==> src/hdl/fpnnu_pkg.sv <==
// constants for the fixed-point negate / nand execution unit
// assumes instruction words and operands come from core issue logic on CLK
`default_nettype none
package fpnnu_pkg;
  // ----------------------------------------------------------------
  // instruction fields (bit k of the word in big-endian numbering is
  // bit 31-k of the vector)
  // ----------------------------------------------------------------
  localparam int unsigned PRIM_HI = 31;
  localparam int unsigned PRIM_LO = 26;
  localparam int unsigned TGT_HI = 25;
  localparam int unsigned TGT_LO = 21;
  localparam int unsigned FA_HI = 20;
  localparam int unsigned FA_LO = 16;
  localparam int unsigned FB_HI = 15;
  localparam int unsigned FB_LO = 11;
  localparam int unsigned CHK_BIT = 10;
  localparam int unsigned XO9_HI = 9;
  localparam int unsigned XO_LO = 1;
  localparam int unsigned REC_BIT = 0;
  localparam logic [5:0] PRIM_OP = 6'h1f;
  localparam logic [8:0] XO_NABS = 9'h1e8;
  localparam logic [8:0] XO_NEG = 9'h068;
  localparam logic [9:0] XO_NAND = 10'h1dc;
  localparam logic [31:0] MOST_NEG = 32'h8000_0000;
  // ----------------------------------------------------------------
  // register map (word index on the plain register port)
  // ----------------------------------------------------------------
  localparam logic [3:0] ADR_FLAGS = 4'h0;
  localparam logic [3:0] ADR_CMP0 = 4'h1;
  localparam logic [3:0] ADR_ISTAT = 4'h2;
  localparam logic [3:0] ADR_IEN = 4'h3;
  localparam logic [3:0] ADR_ICLR = 4'h4;
  localparam logic [3:0] ADR_RESULT = 4'h5;
  localparam int unsigned FLG_CA = 0;
  localparam int unsigned FLG_OV = 1;
  localparam int unsigned FLG_SO = 2;
  localparam int unsigned EV_DONE = 0;
  localparam int unsigned EV_OVF = 1;
  localparam int unsigned EV_ILL = 2;
  localparam logic [2:0] FLAGS_RST = 3'h0;
  localparam logic [3:0] CMP0_RST = 4'h0;
  localparam logic [2:0] IEN_RST = 3'h0;
  typedef enum logic [1:0] {OP_NONE, OP_NABS, OP_NAND, OP_NEG} fpnnu_op_t;
endpackage
`default_nettype wire

==> src/hdl/fpnnu_top.sv <==
// fixed-point negated magnitude, inverted and, and negate unit
// assumes issue inputs and register port are driven on CLK by core logic
`timescale 1ns/10ps
`default_nettype none
module fpnnu_top
  import fpnnu_pkg::*;
#(
  parameter int unsigned DW = 32
)(
  input wire logic CLK,
  input wire logic NRST,
  input wire logic ISSUE_VALID,
  input wire logic [31:0] INSTR,
  input wire logic [DW-1:0] OPND_A,
  input wire logic [DW-1:0] OPND_S,
  input wire logic [DW-1:0] OPND_B,
  output logic WB_VALID,
  output logic [4:0] WB_INDEX,
  output logic [DW-1:0] WB_DATA,
  output logic ILLEGAL,
  output logic SO_FLAG,
  output logic OV_FLAG,
  output logic CA_FLAG,
  output logic [3:0] CMP0_FIELD,
  input wire logic [3:0] REG_ADDR,
  input wire logic [31:0] REG_WDATA,
  input wire logic REG_WR,
  input wire logic REG_RD,
  output logic [31:0] REG_RDATA,
  output logic IRQ
);
  // ----------------------------------------------------------------
  // reset release
  // ----------------------------------------------------------------
  logic rst_meta_q;
  logic rst_n_q;
  always_ff @(posedge CLK or negedge NRST)
  begin
    if (!NRST)
    begin
      rst_meta_q <= 1'b0;
      rst_n_q <= 1'b0;
    end
    else
    begin
      rst_meta_q <= 1'b1;
      rst_n_q <= rst_meta_q;
    end
  end

  // ----------------------------------------------------------------
  // decode
  // ----------------------------------------------------------------
  fpnnu_op_t op;
  logic prim_hit;
  logic chk;
  logic rec;
  logic [4:0] tgt_idx;
  logic [4:0] fa_idx;
  assign prim_hit = INSTR[PRIM_HI:PRIM_LO] == PRIM_OP;
  assign chk = INSTR[CHK_BIT];
  assign rec = INSTR[REC_BIT];
  assign tgt_idx = INSTR[TGT_HI:TGT_LO];
  assign fa_idx = INSTR[FA_HI:FA_LO];
  // bits 16-20 are don't-care for the single-source forms
  always_comb
  begin
    op = OP_NONE;
    if (prim_hit)
    begin
      if (INSTR[CHK_BIT:XO_LO] == XO_NAND)
        op = OP_NAND;
      else if (INSTR[XO9_HI:XO_LO] == XO_NABS)
        op = OP_NABS;
      else if (INSTR[XO9_HI:XO_LO] == XO_NEG)
        op = OP_NEG;
    end
  end

  // ----------------------------------------------------------------
  // datapath
  // ----------------------------------------------------------------
  logic signed [DW-1:0] a_s;
  logic [DW-1:0] neg_res;
  logic [DW-1:0] res;
  logic [4:0] wb_idx;
  logic neg_ovf;
  assign a_s = $signed(OPND_A);
  assign neg_res = (~OPND_A) + {{(DW-1){1'b0}}, 1'b1};
  // the most negative value wraps to itself, no special case needed
  assign neg_ovf = OPND_A == MOST_NEG[DW-1:0];
  always_comb
  begin
    res = '0;
    wb_idx = tgt_idx;
    case (op)
      OP_NABS: res = (a_s < 0) ? OPND_A : neg_res;
      OP_NEG: res = neg_res;
      OP_NAND:
      begin
        res = ~(OPND_S & OPND_B);
        wb_idx = fa_idx;
      end
      default: res = '0;
    endcase
  end

  // ----------------------------------------------------------------
  // exception flags; an instruction update beats a software write
  // ----------------------------------------------------------------
  logic so_q;
  logic ov_q;
  logic ca_q;
  logic so_d;
  logic ov_d;
  logic ca_d;
  logic fire;
  logic sw_flags;
  assign fire = ISSUE_VALID && op != OP_NONE;
  assign sw_flags = REG_WR && REG_ADDR == ADR_FLAGS;
  always_comb
  begin
    so_d = sw_flags ? REG_WDATA[FLG_SO] : so_q;
    ov_d = sw_flags ? REG_WDATA[FLG_OV] : ov_q;
    ca_d = sw_flags ? REG_WDATA[FLG_CA] : ca_q;
    if (fire && chk && op == OP_NABS)
    begin
      so_d = so_q;
      ov_d = 1'b0;
    end
    else if (fire && chk && op == OP_NEG)
    begin
      ov_d = neg_ovf;
      so_d = so_q | neg_ovf;
    end
  end
  always_ff @(posedge CLK or negedge rst_n_q)
  begin
    if (!rst_n_q)
    begin
      so_q <= FLAGS_RST[FLG_SO];
      ov_q <= FLAGS_RST[FLG_OV];
      ca_q <= FLAGS_RST[FLG_CA];
    end
    else
    begin
      so_q <= so_d;
      ov_q <= ov_d;
      ca_q <= ca_d;
    end
  end

  // ----------------------------------------------------------------
  // compare field zero: lt, gt, eq, sticky copy
  // ----------------------------------------------------------------
  logic [3:0] cmp0_q;
  logic res_neg;
  logic res_zero;
  assign res_neg = $signed(res) < 0;
  assign res_zero = res == '0;
  always_ff @(posedge CLK or negedge rst_n_q)
  begin
    if (!rst_n_q)
      cmp0_q <= CMP0_RST;
    else if (fire && rec)
      // sticky copy sees this instruction's own overflow
      cmp0_q <= {res_neg, !res_neg && !res_zero, res_zero, so_d};
  end

  // ----------------------------------------------------------------
  // writeback
  // ----------------------------------------------------------------
  logic wb_valid_q;
  logic [4:0] wb_index_q;
  logic [DW-1:0] wb_data_q;
  logic illegal_q;
  always_ff @(posedge CLK or negedge rst_n_q)
  begin
    if (!rst_n_q)
    begin
      wb_valid_q <= 1'b0;
      wb_index_q <= 5'h00;
      wb_data_q <= '0;
      illegal_q <= 1'b0;
    end
    else
    begin
      wb_valid_q <= fire;
      illegal_q <= ISSUE_VALID && op == OP_NONE;
      if (fire)
      begin
        wb_index_q <= wb_idx;
        wb_data_q <= res;
      end
    end
  end

  // ----------------------------------------------------------------
  // interrupt status, enable, clear; a set wins over a clear
  // ----------------------------------------------------------------
  logic [2:0] ev;
  logic [2:0] stat_q;
  logic [2:0] stat_d;
  logic [2:0] ien_q;
  logic [2:0] ien_d;
  logic irq_q;
  always_comb
  begin
    ev = 3'h0;
    ev[EV_DONE] = fire;
    ev[EV_OVF] = fire && chk && op == OP_NEG && neg_ovf;
    ev[EV_ILL] = ISSUE_VALID && op == OP_NONE;
    stat_d = stat_q;
    if (REG_WR && REG_ADDR == ADR_ICLR)
      stat_d = stat_d & ~REG_WDATA[2:0];
    stat_d = stat_d | ev;
    ien_d = (REG_WR && REG_ADDR == ADR_IEN) ? REG_WDATA[2:0] : ien_q;
  end
  always_ff @(posedge CLK or negedge rst_n_q)
  begin
    if (!rst_n_q)
    begin
      stat_q <= 3'h0;
      ien_q <= IEN_RST;
      irq_q <= 1'b0;
    end
    else
    begin
      stat_q <= stat_d;
      ien_q <= ien_d;
      irq_q <= |(stat_d & ien_d);
    end
  end

  // ----------------------------------------------------------------
  // register read port, data one cycle after the strobe
  // ----------------------------------------------------------------
  logic [31:0] rdata_q;
  always_ff @(posedge CLK or negedge rst_n_q)
  begin
    if (!rst_n_q)
      rdata_q <= 32'h0000_0000;
    else if (REG_RD)
    begin
      case (REG_ADDR)
        ADR_FLAGS: rdata_q <= {29'h0, so_q, ov_q, ca_q};
        ADR_CMP0: rdata_q <= {28'h0, cmp0_q};
        ADR_ISTAT: rdata_q <= {29'h0, stat_q};
        ADR_IEN: rdata_q <= {29'h0, ien_q};
        ADR_RESULT: rdata_q <= wb_data_q[31:0];
        default: rdata_q <= 32'h0000_0000;
      endcase
    end
    else
      rdata_q <= 32'h0000_0000;
  end

  assign WB_VALID = wb_valid_q;
  assign WB_INDEX = wb_index_q;
  assign WB_DATA = wb_data_q;
  assign ILLEGAL = illegal_q;
  assign SO_FLAG = so_q;
  assign OV_FLAG = ov_q;
  assign CA_FLAG = ca_q;
  assign CMP0_FIELD = cmp0_q;
  assign REG_RDATA = rdata_q;
  assign IRQ = irq_q;
endmodule
`default_nettype wire

==> config.mk <==
export PLATFORM = sky130hd
export DESIGN_NAME = fpnnu_top
export DESIGN_NICKNAME = d
export VERILOG_FILES = /design/src/hdl/fpnnu_pkg.sv /design/src/hdl/fpnnu_top.sv
export SDC_FILE = /design/constraint.sdc
export NUM_CORES = 1
export LEC_CHECK = 0
export BUFFER_PORTS_ARGS = -buffer_cell sky130_fd_sc_hd__buf_2
export CORE_ASPECT_RATIO = 1.25
export CORE_MARGIN = 2
export CORE_UTILIZATION = 36
export DETAILED_ROUTE_END_ITERATION = 10
export GPL_ROUTABILITY_DRIVEN = 0
export PLACE_DENSITY_LB_ADDON = 0.05
export SYNTH_ARGS = -nofsm -noshare
export SYNTH_HDL_FRONTEND = slang
export SYNTH_SLANG_ARGS = --single-unit
==> constraint.sdc <==
create_clock -name CLK -period 2.4 [get_ports CLK]
set_clock_uncertainty 0.05 [all_clocks]
set_input_delay 0.36 -clock CLK [delete_from_list [all_inputs] [get_ports CLK]]
set_output_delay 0.36 -clock CLK [all_outputs]
set_load 0.01 [all_outputs]
==> results of run 1 <==
-- layout by cell type, fill, tap and decap left out, types with 9 or more instances in the layout --
cell type	Yosys	routed
a21oi_1	43	34
and2_1	32	32
buf_2	1	209
buf_4	0	142
buf_6	1	13
clkbuf_16	0	9
dfrtp_1	87	86
mux2_2	16	16
nand2_1	83	82
nand3_1	10	9
nor2_1	51	46
nor3_1	16	14
nor4_1	20	11
o21ai_0	34	26
or3_1	16	14
-- repair_timing --
action / in CTS / in global routing
hold buffers: 1 / 0
endpoints found under the setup margin: 21 / 24
resized for setup: 55 / 39
setup buffers: 12 / 11
endpoints found under the hold margin: 2 / 0
pin swaps: 11 / 20
-- cell type report --
| class | count | area, µm² | share of cell area [%] |
|---|---|---|---|
| multi-input cells | 432 | 2890 | 36.0 |
| flip-flops and latches | 87 | 2180 | 27.2 |
| clock buffers | 10 | 239 | 2.98 |
| inverters | 9 | 38.8 | 0.483 |
| repair buffers | 370 | 2360 | 29.4 |
| well taps | 171 | 214 | 2.67 |
| clock inverters | 6 | 100 | 1.25 |
-- path summary, 6_finish.rpt --
| kind | end | slack, ns |
|---|---|---|
| max | CMP0_FIELD[2] | -1.03 |
| min | WB_INDEX[4] | 0.24 |
| max reg2reg | IRQ | 1.21 |
| min reg2reg | WB_INDEX[4] | 0.24 |
| max in group asynchronous | REG_RDATA[22] | 1.38 |
| min in group CLK | WB_VALID | 0.24 |
-- metal layers --
| layer | vias up | share of wire, % | global-route usage, % |
|---|---|---|---|
| li1 | 2728 | - | - |
| met1 | 2726 | 42 | 31.8 |
| met2 | 216 | 51 | 44.1 |
| met3 | 32 | 5.2 | 2.89 |
| met4 | 0 | 2.4 | 8.12 |
| met5 | - | 0 | 0 |
-- state kept, by name, indices dropped and copies added (netlist names) --
signal,flops
OV_FLAG,1
stat_q,3
WB_INDEX,5
IRQ,1
CA_FLAG,1
rst_n_q,1
ien_q,3
rst_meta_q,1
SO_FLAG,1
CMP0_FIELD,4
REG_RDATA,32
ILLEGAL,1
WB_VALID,1
WB_DATA,32
-- cells by family after synthesis --
kind of cell             after synthesis  synth area share [%]
AND/OR/NAND/NOR                      270                  28.5
AO/OA/AOI/OAI                        134                  17.6
flip-flops                            87                  45.0
buffers and inverters                 34                  2.82
multiplexers                          22                  4.96
XOR/XNOR                               3                 0.543
adder cells (fa/ha/maj)                2                 0.517
other                                  1                0.0775
-- cells in the mapped netlist (3+ instances only) --
cell type  number
a2111oi_0       4
a21o_1          4
a21oi_1        43
a221oi_1        3
a22oi_1         4
a31oi_1         3
and2_1         32
and3_1          7
clkbuf_1       22
dfrtp_1        87
inv_1           9
mux2_2         16
mux2i_1         6
nand2_1        83
nand3_1        10
nand4_1         5
nor2_1         51
nor3_1         16
nor3b_1         5
nor4_1         20
o211ai_1        8
o21ai_0        34
o221ai_1        3
o31ai_1         5
or2_2           5
or3_1          16
or4_1           3
or4_4           3
-- critical path: stages --
cell      delay (ns)
buf_6           0.09
or4_4           0.52
or4_4           0.44
or4_4           0.46
nor3_4          0.19
ha_1            0.25
nand3_1         0.08
a31o_2          0.18
o221a_4         0.16
nand4b_1        0.09
nor4_1          0.24
nand4_1         0.14
nor4_2          0.30
nor3_1          0.08
-- stage by stage --
| step | setup TNS, ns | instances |
|---|---|---|
| floorplan | -4.46 | 553 |
| global placement | -12.97 | 1055 |
| detailed placement | -14.37 | 1055 |
| CTS | -2.86 | 1082 |
| global route | -6.12 | 1085 |
| finish | -4.84 | 1085 |
-- power breakdown --
part	internal (W)	switching, W
clock	0.000961	0.000598
sequential	0.00150	0.0000313
combinational	0.000252	0.000233
==> results.toml, run 1 <==
[logic_synthesis]
synth-edff-count = 0
synth_top_area_share_pct = 45.0
async_flop_share_pct = 100
synth_top_area_cell = "dfrtp_1"
synthFlopType = "dfrtp_1"
synth_area_um2 = 4840
synth_fp_nets = 724
synth.distinct_cells = 65
ys_ff_latch = 87
synth_area_leaders = "dfrtp_1 (45%), nand2_1 (6.4%), a21oi_1 (4.4%)"
synth_cells = 553
syn_avg_cell_area_um2 = 8.75
yosysWarnings = 0
seq_area_frac_synth_pct = 45.0

[floorplanning]
rows = 47
die_height_um = 134
ios = 248
die-width_um = 108
die-area_um2 = 14400
core_area_um2 = 13200
start_util_pct = 36.7

[clock_network]
clkLatencyLatePin_ns = 0.34
cts_max_path_buffers = 2
cts.sinks = 87
htree_num_levels = 3
cts_buffers = 9
ctsRootBufferMaster = "clkbuf_16"
cts_tree = "yes"
path_clk_slew_ns = 0.07

[outcome]
status = "finished, violations left"
violations = "negative setup slack"

[global_routing]
grt_use_total_pct = 25.1
antenna_found_initial = 0
grt_pass1_vias = 5715
grt_pass1_wl_um = 28500
grt.overflow.total = 0
grt_max_degree = 53

[layout]
areaGrowthSynthToFinish_pct = 65.9
num_antenna_cells = 0
final_area_um2 = 8030
post-route-util_pct = 60.9
fin_nets = 1080
nFillCells = 1222
layout-drive-gt1-share_pct = 50.9

[worst_setup_path]
rr_worst_depth = 3
startpoint_type = "input port"
required_ns = 2.56
cp-startpoint = "OPND_A[15]"
path_class = "in2reg"
rr_startpoint = "ien_q[0]"
worstPathArrival_ns = 3.59
crit_path_end_kind = "flip-flop"
crit_fanout = 2

[pwr]
leakagePower_nw = 4.14
power_w = 0.00357
p_per_area_nw_per_um2 = 445
ir_drop_mv = 0.308

[routing]
vias_per_cell = 5.26
drc = 0
drtAntennaViolNets = 0
drt_pass1_iterations = 5
vias = 5702
wl_um = 18300
drt_iter0_drc = 214
wl_per_cell_um = 16.8

[placement]
dpl-instance-area_um2 = 7150
place_hpwl_um = 14600
place_ws_ns = -1.34
io_buffers = 213

[sta]
hold_violations = 0
final.period_utilization_pct = 143
clock.fmax_mhz = 291
rsz0062_at_grt = "true"
slew_headroom_pct = 61.5
setup_viol = 20
min_period_ns = 3.43
tightest_slew_ns = 0.563
hold_ws_ns = 0.240
finalWorstSetupSlack_ns = -1.03
drv_slew = 0

[worst_hold_path]
min_path_type = "reg2async"

[job]
cap_violations = 0
Note: power is estimated with default switching activity, not from simulation.
==> inputs of run 2 (changes only) <==
--- a/config.mk
+++ b/config.mk
@@ -5,10 +5,14 @@
 export SDC_FILE = /design/constraint.sdc
 export NUM_CORES = 1
 export LEC_CHECK = 0
+export ABC_CLOCK_PERIOD_IN_PS = 2400
 export BUFFER_PORTS_ARGS = -buffer_cell sky130_fd_sc_hd__buf_2
+export CELL_PAD_IN_SITES_DETAIL_PLACEMENT = 0
+export CELL_PAD_IN_SITES_GLOBAL_PLACEMENT = 2
 export CORE_ASPECT_RATIO = 1.25
 export CORE_MARGIN = 2
-export CORE_UTILIZATION = 36
+export CORE_UTILIZATION = 23
+export CTS_CLUSTER_DIAMETER = 50
 export DETAILED_ROUTE_END_ITERATION = 10
 export GPL_ROUTABILITY_DRIVEN = 0
 export PLACE_DENSITY_LB_ADDON = 0.05
==> run 2 against run 1 <==
  * The run still ends with negative setup slack left
  * Fmax increased by 3.8%
  * Register-to-register slack about the same
  * Wire length grew 14%
  * Highest routed layer unchanged
  * Largest cell class unchanged
  * Sequential share of layout area shrank 0.67 points
  * Via count down 2.3%
==> results.toml, run 2 (synthesis gave the netlist of run 1 again) <==
[clock_network]
cts_max_path_buffers = 2
cts.sinks = 87
clkLatencyLatePin_ns = 0.35
cts_tree = "yes"
ctsRootBufferMaster = "clkbuf_16"
cts_buffers = 9
htree_num_levels = 3
path_clk_slew_ns = 0.07

[routing]
drt_pass1_iterations = 4
vias_per_cell = 4.60
vias = 5571
drtAntennaViolNets = 0
wl_um = 20700
drt_iter0_drc = 232
drc = 0
wl_per_cell_um = 17.1

[sta]
setup_viol = 7
clock.fmax_mhz = 302
min_period_ns = 3.31
drv_slew = 0
rsz0062_at_grt = "true"
hold_violations = 0
final.period_utilization_pct = 138
finalWorstSetupSlack_ns = -0.907
slew_headroom_pct = 55.8
tightest_slew_ns = 0.663

[layout]
num_antenna_cells = 0
mostFrequentLayoutCells = "buf_2 (209), buf_4 (170), dfrtp_1 (86), nand2_1 (82), nor2_1 (48)"
fin_cells = 1210
post-route-util_pct = 39.7
layout_commonest_cell = "buf_2"
layout-drive-gt1-share_pct = 51.9
areaGrowthSynthToFinish_pct = 70.0
fin_nets = 1102

[worst_hold_path]
min_path_type = "reg2async"

[floorplanning]
die_height_um = 166
start_util_pct = 23.3
die-width_um = 134
die-area_um2 = 22200
core_area_um2 = 20700
rows = 59
ios = 248

[pwr]
p_per_area_nw_per_um2 = 416
ir_drop_mv = 0.300
leakagePower_nw = 4.21

[worst_setup_path]
cpMostUsedCell = "or4_4"
crit_fanout = 2
r2r_slack_ns = 1.20
startpoint_type = "input port"
rr_startpoint = "ien_q[0]"
path_class = "in2reg"
crit_slowest_cell = "or4_4"
worstPathArrival_ns = 3.48
critical-path-max-stage-delay_ns = 0.52
required_ns = 2.58
reg2reg_to = "IRQ"
crit_chain = "buf_6 > or4_4 > or4_4 > or4_4 > nor3_4 > ha_1 > nand3_2 > a31o_4 > o221a_4 > nand4b_1 > nor4_2 > nand4_1 > nor4_2 > nor3_1"
rr_worst_depth = 3
crit_path_end_kind = "flip-flop"

[global_routing]
grt.overflow.total = 0
grt_pass1_vias = 5889
grt_pass1_wl_um = 32300
grt_max_degree = 43
grt_use_total_pct = 18.7
antenna_found_initial = 0

[placement]
place_hpwl_um = 17100
placed_cells = 1174
place_ws_ns = -1.38
io_buffers = 213

[outcome]
violations = "negative setup slack"
status = "finished, violations left"

[job]
cap_violations = 0
-- run 2: cell types whose count changed in the layout (fill, tap and decap cells not counted), sizes merged --
cell    delta
buf       +22
bufinv     -2
inv        +3
clkbuf     -1
-- run 2: how the worst max path moves through the flow --
stage,startpoint,to,slack [ns]
after floorplan,OPND_A[15],CMP0_FIELD[2],-1.21
after global placement,OPND_A[15],CMP0_FIELD[2],-1.34
after detailed placement,OPND_A[0],CMP0_FIELD[2],-1.38
after CTS,OPND_A[15],CMP0_FIELD[2],-0.98
after global routing,OPND_A[15],CMP0_FIELD[2],-1.07
final,OPND_A[15],CMP0_FIELD[2],-0.91
-- run 2: per-stage QoR --
stage / power (W) / instance area (µm²) / setup TNS [ns] / hold WS, ns
final: 0.00343 / 8230 / -2.52 / 0.208
after global routing: 0.00359 / 8230 / -3.42 / 0.235
after CTS: 0.00347 / 8060 / -2.34 / 0.214
after detailed placement: 0.00203 / 7420 / -16.11 / 0.0983
after global placement: 0.00202 / 7420 / -15.11 / 0.0957
after floorplan: 0.00170 / 4860 / -4.46 / 0.0144
-- run 2: power by group --
group	total, W	switching, W	internal [W]
sequential	0.00153	0.0000302	0.00150
clock	0.00139	0.000656	0.000730
combinational	0.000512	0.000244	0.000268
-- run 2: worst max-delay path: cells and delay by family --
kind	cells	cell delay, ns
AO/OA/AOI/OAI	2	0.31
adder cells (fa/ha/maj)	1	0.25
buffers and inverters	1	0.09
AND/OR/NAND/NOR	10	2.48
-- run 2: layer usage --
metal | global-route usage (%) | wire length (µm)
met1 | 24.2 | 9100
met3 | 2.26 | 860
met4 | 4.81 | 300
met5 | 0 | 0
met2 | 32.9 | 10500
-- run 2: final cells by class --
cell class / instances / area [µm²]
Fill cell: 2201 / 12500
Multi-Input combinational cell: 432 / 2880
Timing Repair Buffer: 392 / 2510
Sequential cell: 87 / 2180
Tap cell: 274 / 343
Clock buffer: 9 / 225
Clock inverter: 7 / 62.6
Inverter: 9 / 36.3
-- run 2: repair_timing --
| item | CTS | global route |
|---|---|---|
| pin swaps | 14 | 13 |
| hold buffers | 1 | 0 |
| buffers inserted | 16 | 6 |
| hold endpoints to repair | 2 | 0 |
| resized for setup | 52 | 31 |
| setup endpoints to repair | 22 | 21 |
==> inputs of run 3 (changes only) <==
--- a/config.mk
+++ b/config.mk
@@ -15,6 +15,7 @@
 export CTS_CLUSTER_DIAMETER = 50
 export DETAILED_ROUTE_END_ITERATION = 10
 export GPL_ROUTABILITY_DRIVEN = 0
+export MAX_ROUTING_LAYER = met4
 export PLACE_DENSITY_LB_ADDON = 0.05
 export SYNTH_ARGS = -nofsm -noshare
 export SYNTH_HDL_FRONTEND = slang
==> run 3 against run 2 <==
  * The run still ends with negative setup slack left
  * Core utilization is 0.24 points higher
  * Critical path depth stayed put
  * Wire length is 0.23% higher
  * Largest cell class unchanged
==> results.toml, run 3 (synthesis gave the netlist of run 1 again) <==
[outcome]
status = "finished, violations left"
violations = "negative setup slack"

[worst_setup_path]
required_ns = 2.57
crit_chain = "buf_6 > or4_4 > or4_4 > or4_4 > nor3_4 > ha_1 > nand3_2 > a31o_4 > o221a_4 > nand4b_1 > nor4_2 > nand4_1 > nor4_2 > nor3_1"
crit_path_end_kind = "flip-flop"
crit_fanout = 2
crit_slowest_cell = "or4_4"
path_class = "in2reg"
cpMostUsedCell = "or4_4"
startpoint_type = "input port"
critical-path-max-stage-delay_ns = 0.52
worstPathArrival_ns = 3.48

[routing]
drc = 0
drt_iter0_drc = 226
wl_um = 20800
drt_pass1_iterations = 4
drtAntennaViolNets = 0
wl_per_cell_um = 17.2
vias = 5570
vias_per_cell = 4.60

[layout]
num_antenna_cells = 0
mostFrequentLayoutCells = "buf_2 (209), buf_4 (168), dfrtp_1 (86), nand2_1 (82), nor2_1 (48)"
layout_commonest_cell = "buf_2"
nFillCells = 2199
fin_nets = 1103
layout-drive-gt1-share_pct = 51.9
areaGrowthSynthToFinish_pct = 71.1

[clock_network]
ctsRootBufferMaster = "clkbuf_16"
cts_max_path_buffers = 2
clkLatencyLatePin_ns = 0.34
path_clk_slew_ns = 0.07
cts_buffers = 9
cts_tree = "yes"
htree_num_levels = 3
cts.sinks = 87

[pwr]
ir_drop_mv = 0.294
leakagePower_nw = 4.22
power_w = 0.00342
p_per_area_nw_per_um2 = 413

[floorplanning]
rows = 59
die_height_um = 166
start_util_pct = 23.3
ios = 248
core_area_um2 = 20700
die-area_um2 = 22200
die-width_um = 134

[global_routing]
grt_pass1_wl_um = 32300
grt_pass1_vias = 5891
grt.overflow.total = 0
grt_max_degree = 43
antenna_found_initial = 0
grt_use_total_pct = 19.3

[sta]
finalWorstSetupSlack_ns = -0.907
clock.fmax_mhz = 302
tightest_slew_ns = 0.654
hold_violations = 0
slew_headroom_pct = 56.4
rsz0062_at_grt = "true"
final.period_utilization_pct = 138
setup_viol = 12
finalSetupTns_ns = -2.68
min_period_ns = 3.31
drv_slew = 0

[placement]
place_hpwl_um = 17100
place_ws_ns = -1.38
io_buffers = 213

[worst_hold_path]
min_path_type = "reg2async"

[job]
cap_violations = 0
run 3: cell types whose count changed in the layout (fill, tap and decap cells not counted), sizes merged:
| cell | before | now |
|---|---|---|
| buf | 391 | 392 |
run 3: final timing paths:
kind / endpoint / slack (ns) / from / depth (start not counted)
setup / recovery: CMP0_FIELD[2] / -0.91 / OPND_A[15] / 14
hold / removal: WB_VALID / 0.21 / rst_n_q / 0
setup reg to reg: IRQ / 1.20 / ien_q[0] / 3
hold reg to reg: WB_VALID / 0.21 / rst_n_q / 0
max in group asynchronous: WB_INDEX[4] / 1.51 / rst_n_q / 1
min in group CLK: WB_VALID / 0.23 / ISSUE_VALID / 3
run 3: what timing repair did:
item	in CTS	in global routing
hold endpoints to repair	2	0
hold buffers	1	0
setup buffers	16	8
endpoints found under the setup margin	22	22
resized for setup	52	39
pin swaps	14	12
run 3: final cells by class:
cell class                      instances  area, µm²  share of cell area, %
Multi-Input combinational cell        432       2890                   35.0
Tap cell                              274        343                   4.14
Clock buffer                            9        225                   2.72
Inverter                                9       36.3                  0.438
Sequential cell                        87       2180                   26.3
Clock inverter                          7       62.6                  0.756
Timing Repair Buffer                  393       2540                   30.6
run 3: worst max-delay path: cells and delay by family:
family	cells	cell delay (ns)
simple gates	10	2.47
compound gates	2	0.31
buf+inv	1	0.09
fa+ha+maj	1	0.25
run 3: metal layers:
metal,part of all wire (%),track usage (%),vias to the layer above,wire [µm]
met5,0,-,-,0
met3,3.9,2.41,13,814
met2,51,32.9,153,10600
met4,1.3,4.39,0,265
met1,44,24.3,2627,9120
li1,-,-,2777,-
run 3: metrics by stage:
stage,hold WS (ns),cells,instance area [µm²],utilization (%)
2_1_floorplan,0.0144,553,4860,-
3_3_place_gp,0.0957,1174,7420,35.8
3_5_place_dp,0.0983,1174,7420,35.8
4_1_cts,0.214,1205,8060,38.8
5_1_grt,0.233,1211,8280,39.9
6_report,0.209,1211,8280,39.9
run 3: power by group:
group | internal, W | switching [W] | total [W]
Sequential | 0.00150 | 0.0000306 | 0.00153
Clock | 0.000730 | 0.000650 | 0.00138
Combinational | 0.000269 | 0.000245 | 0.000514
Total | 0.00250 | 0.000926 | 0.00342
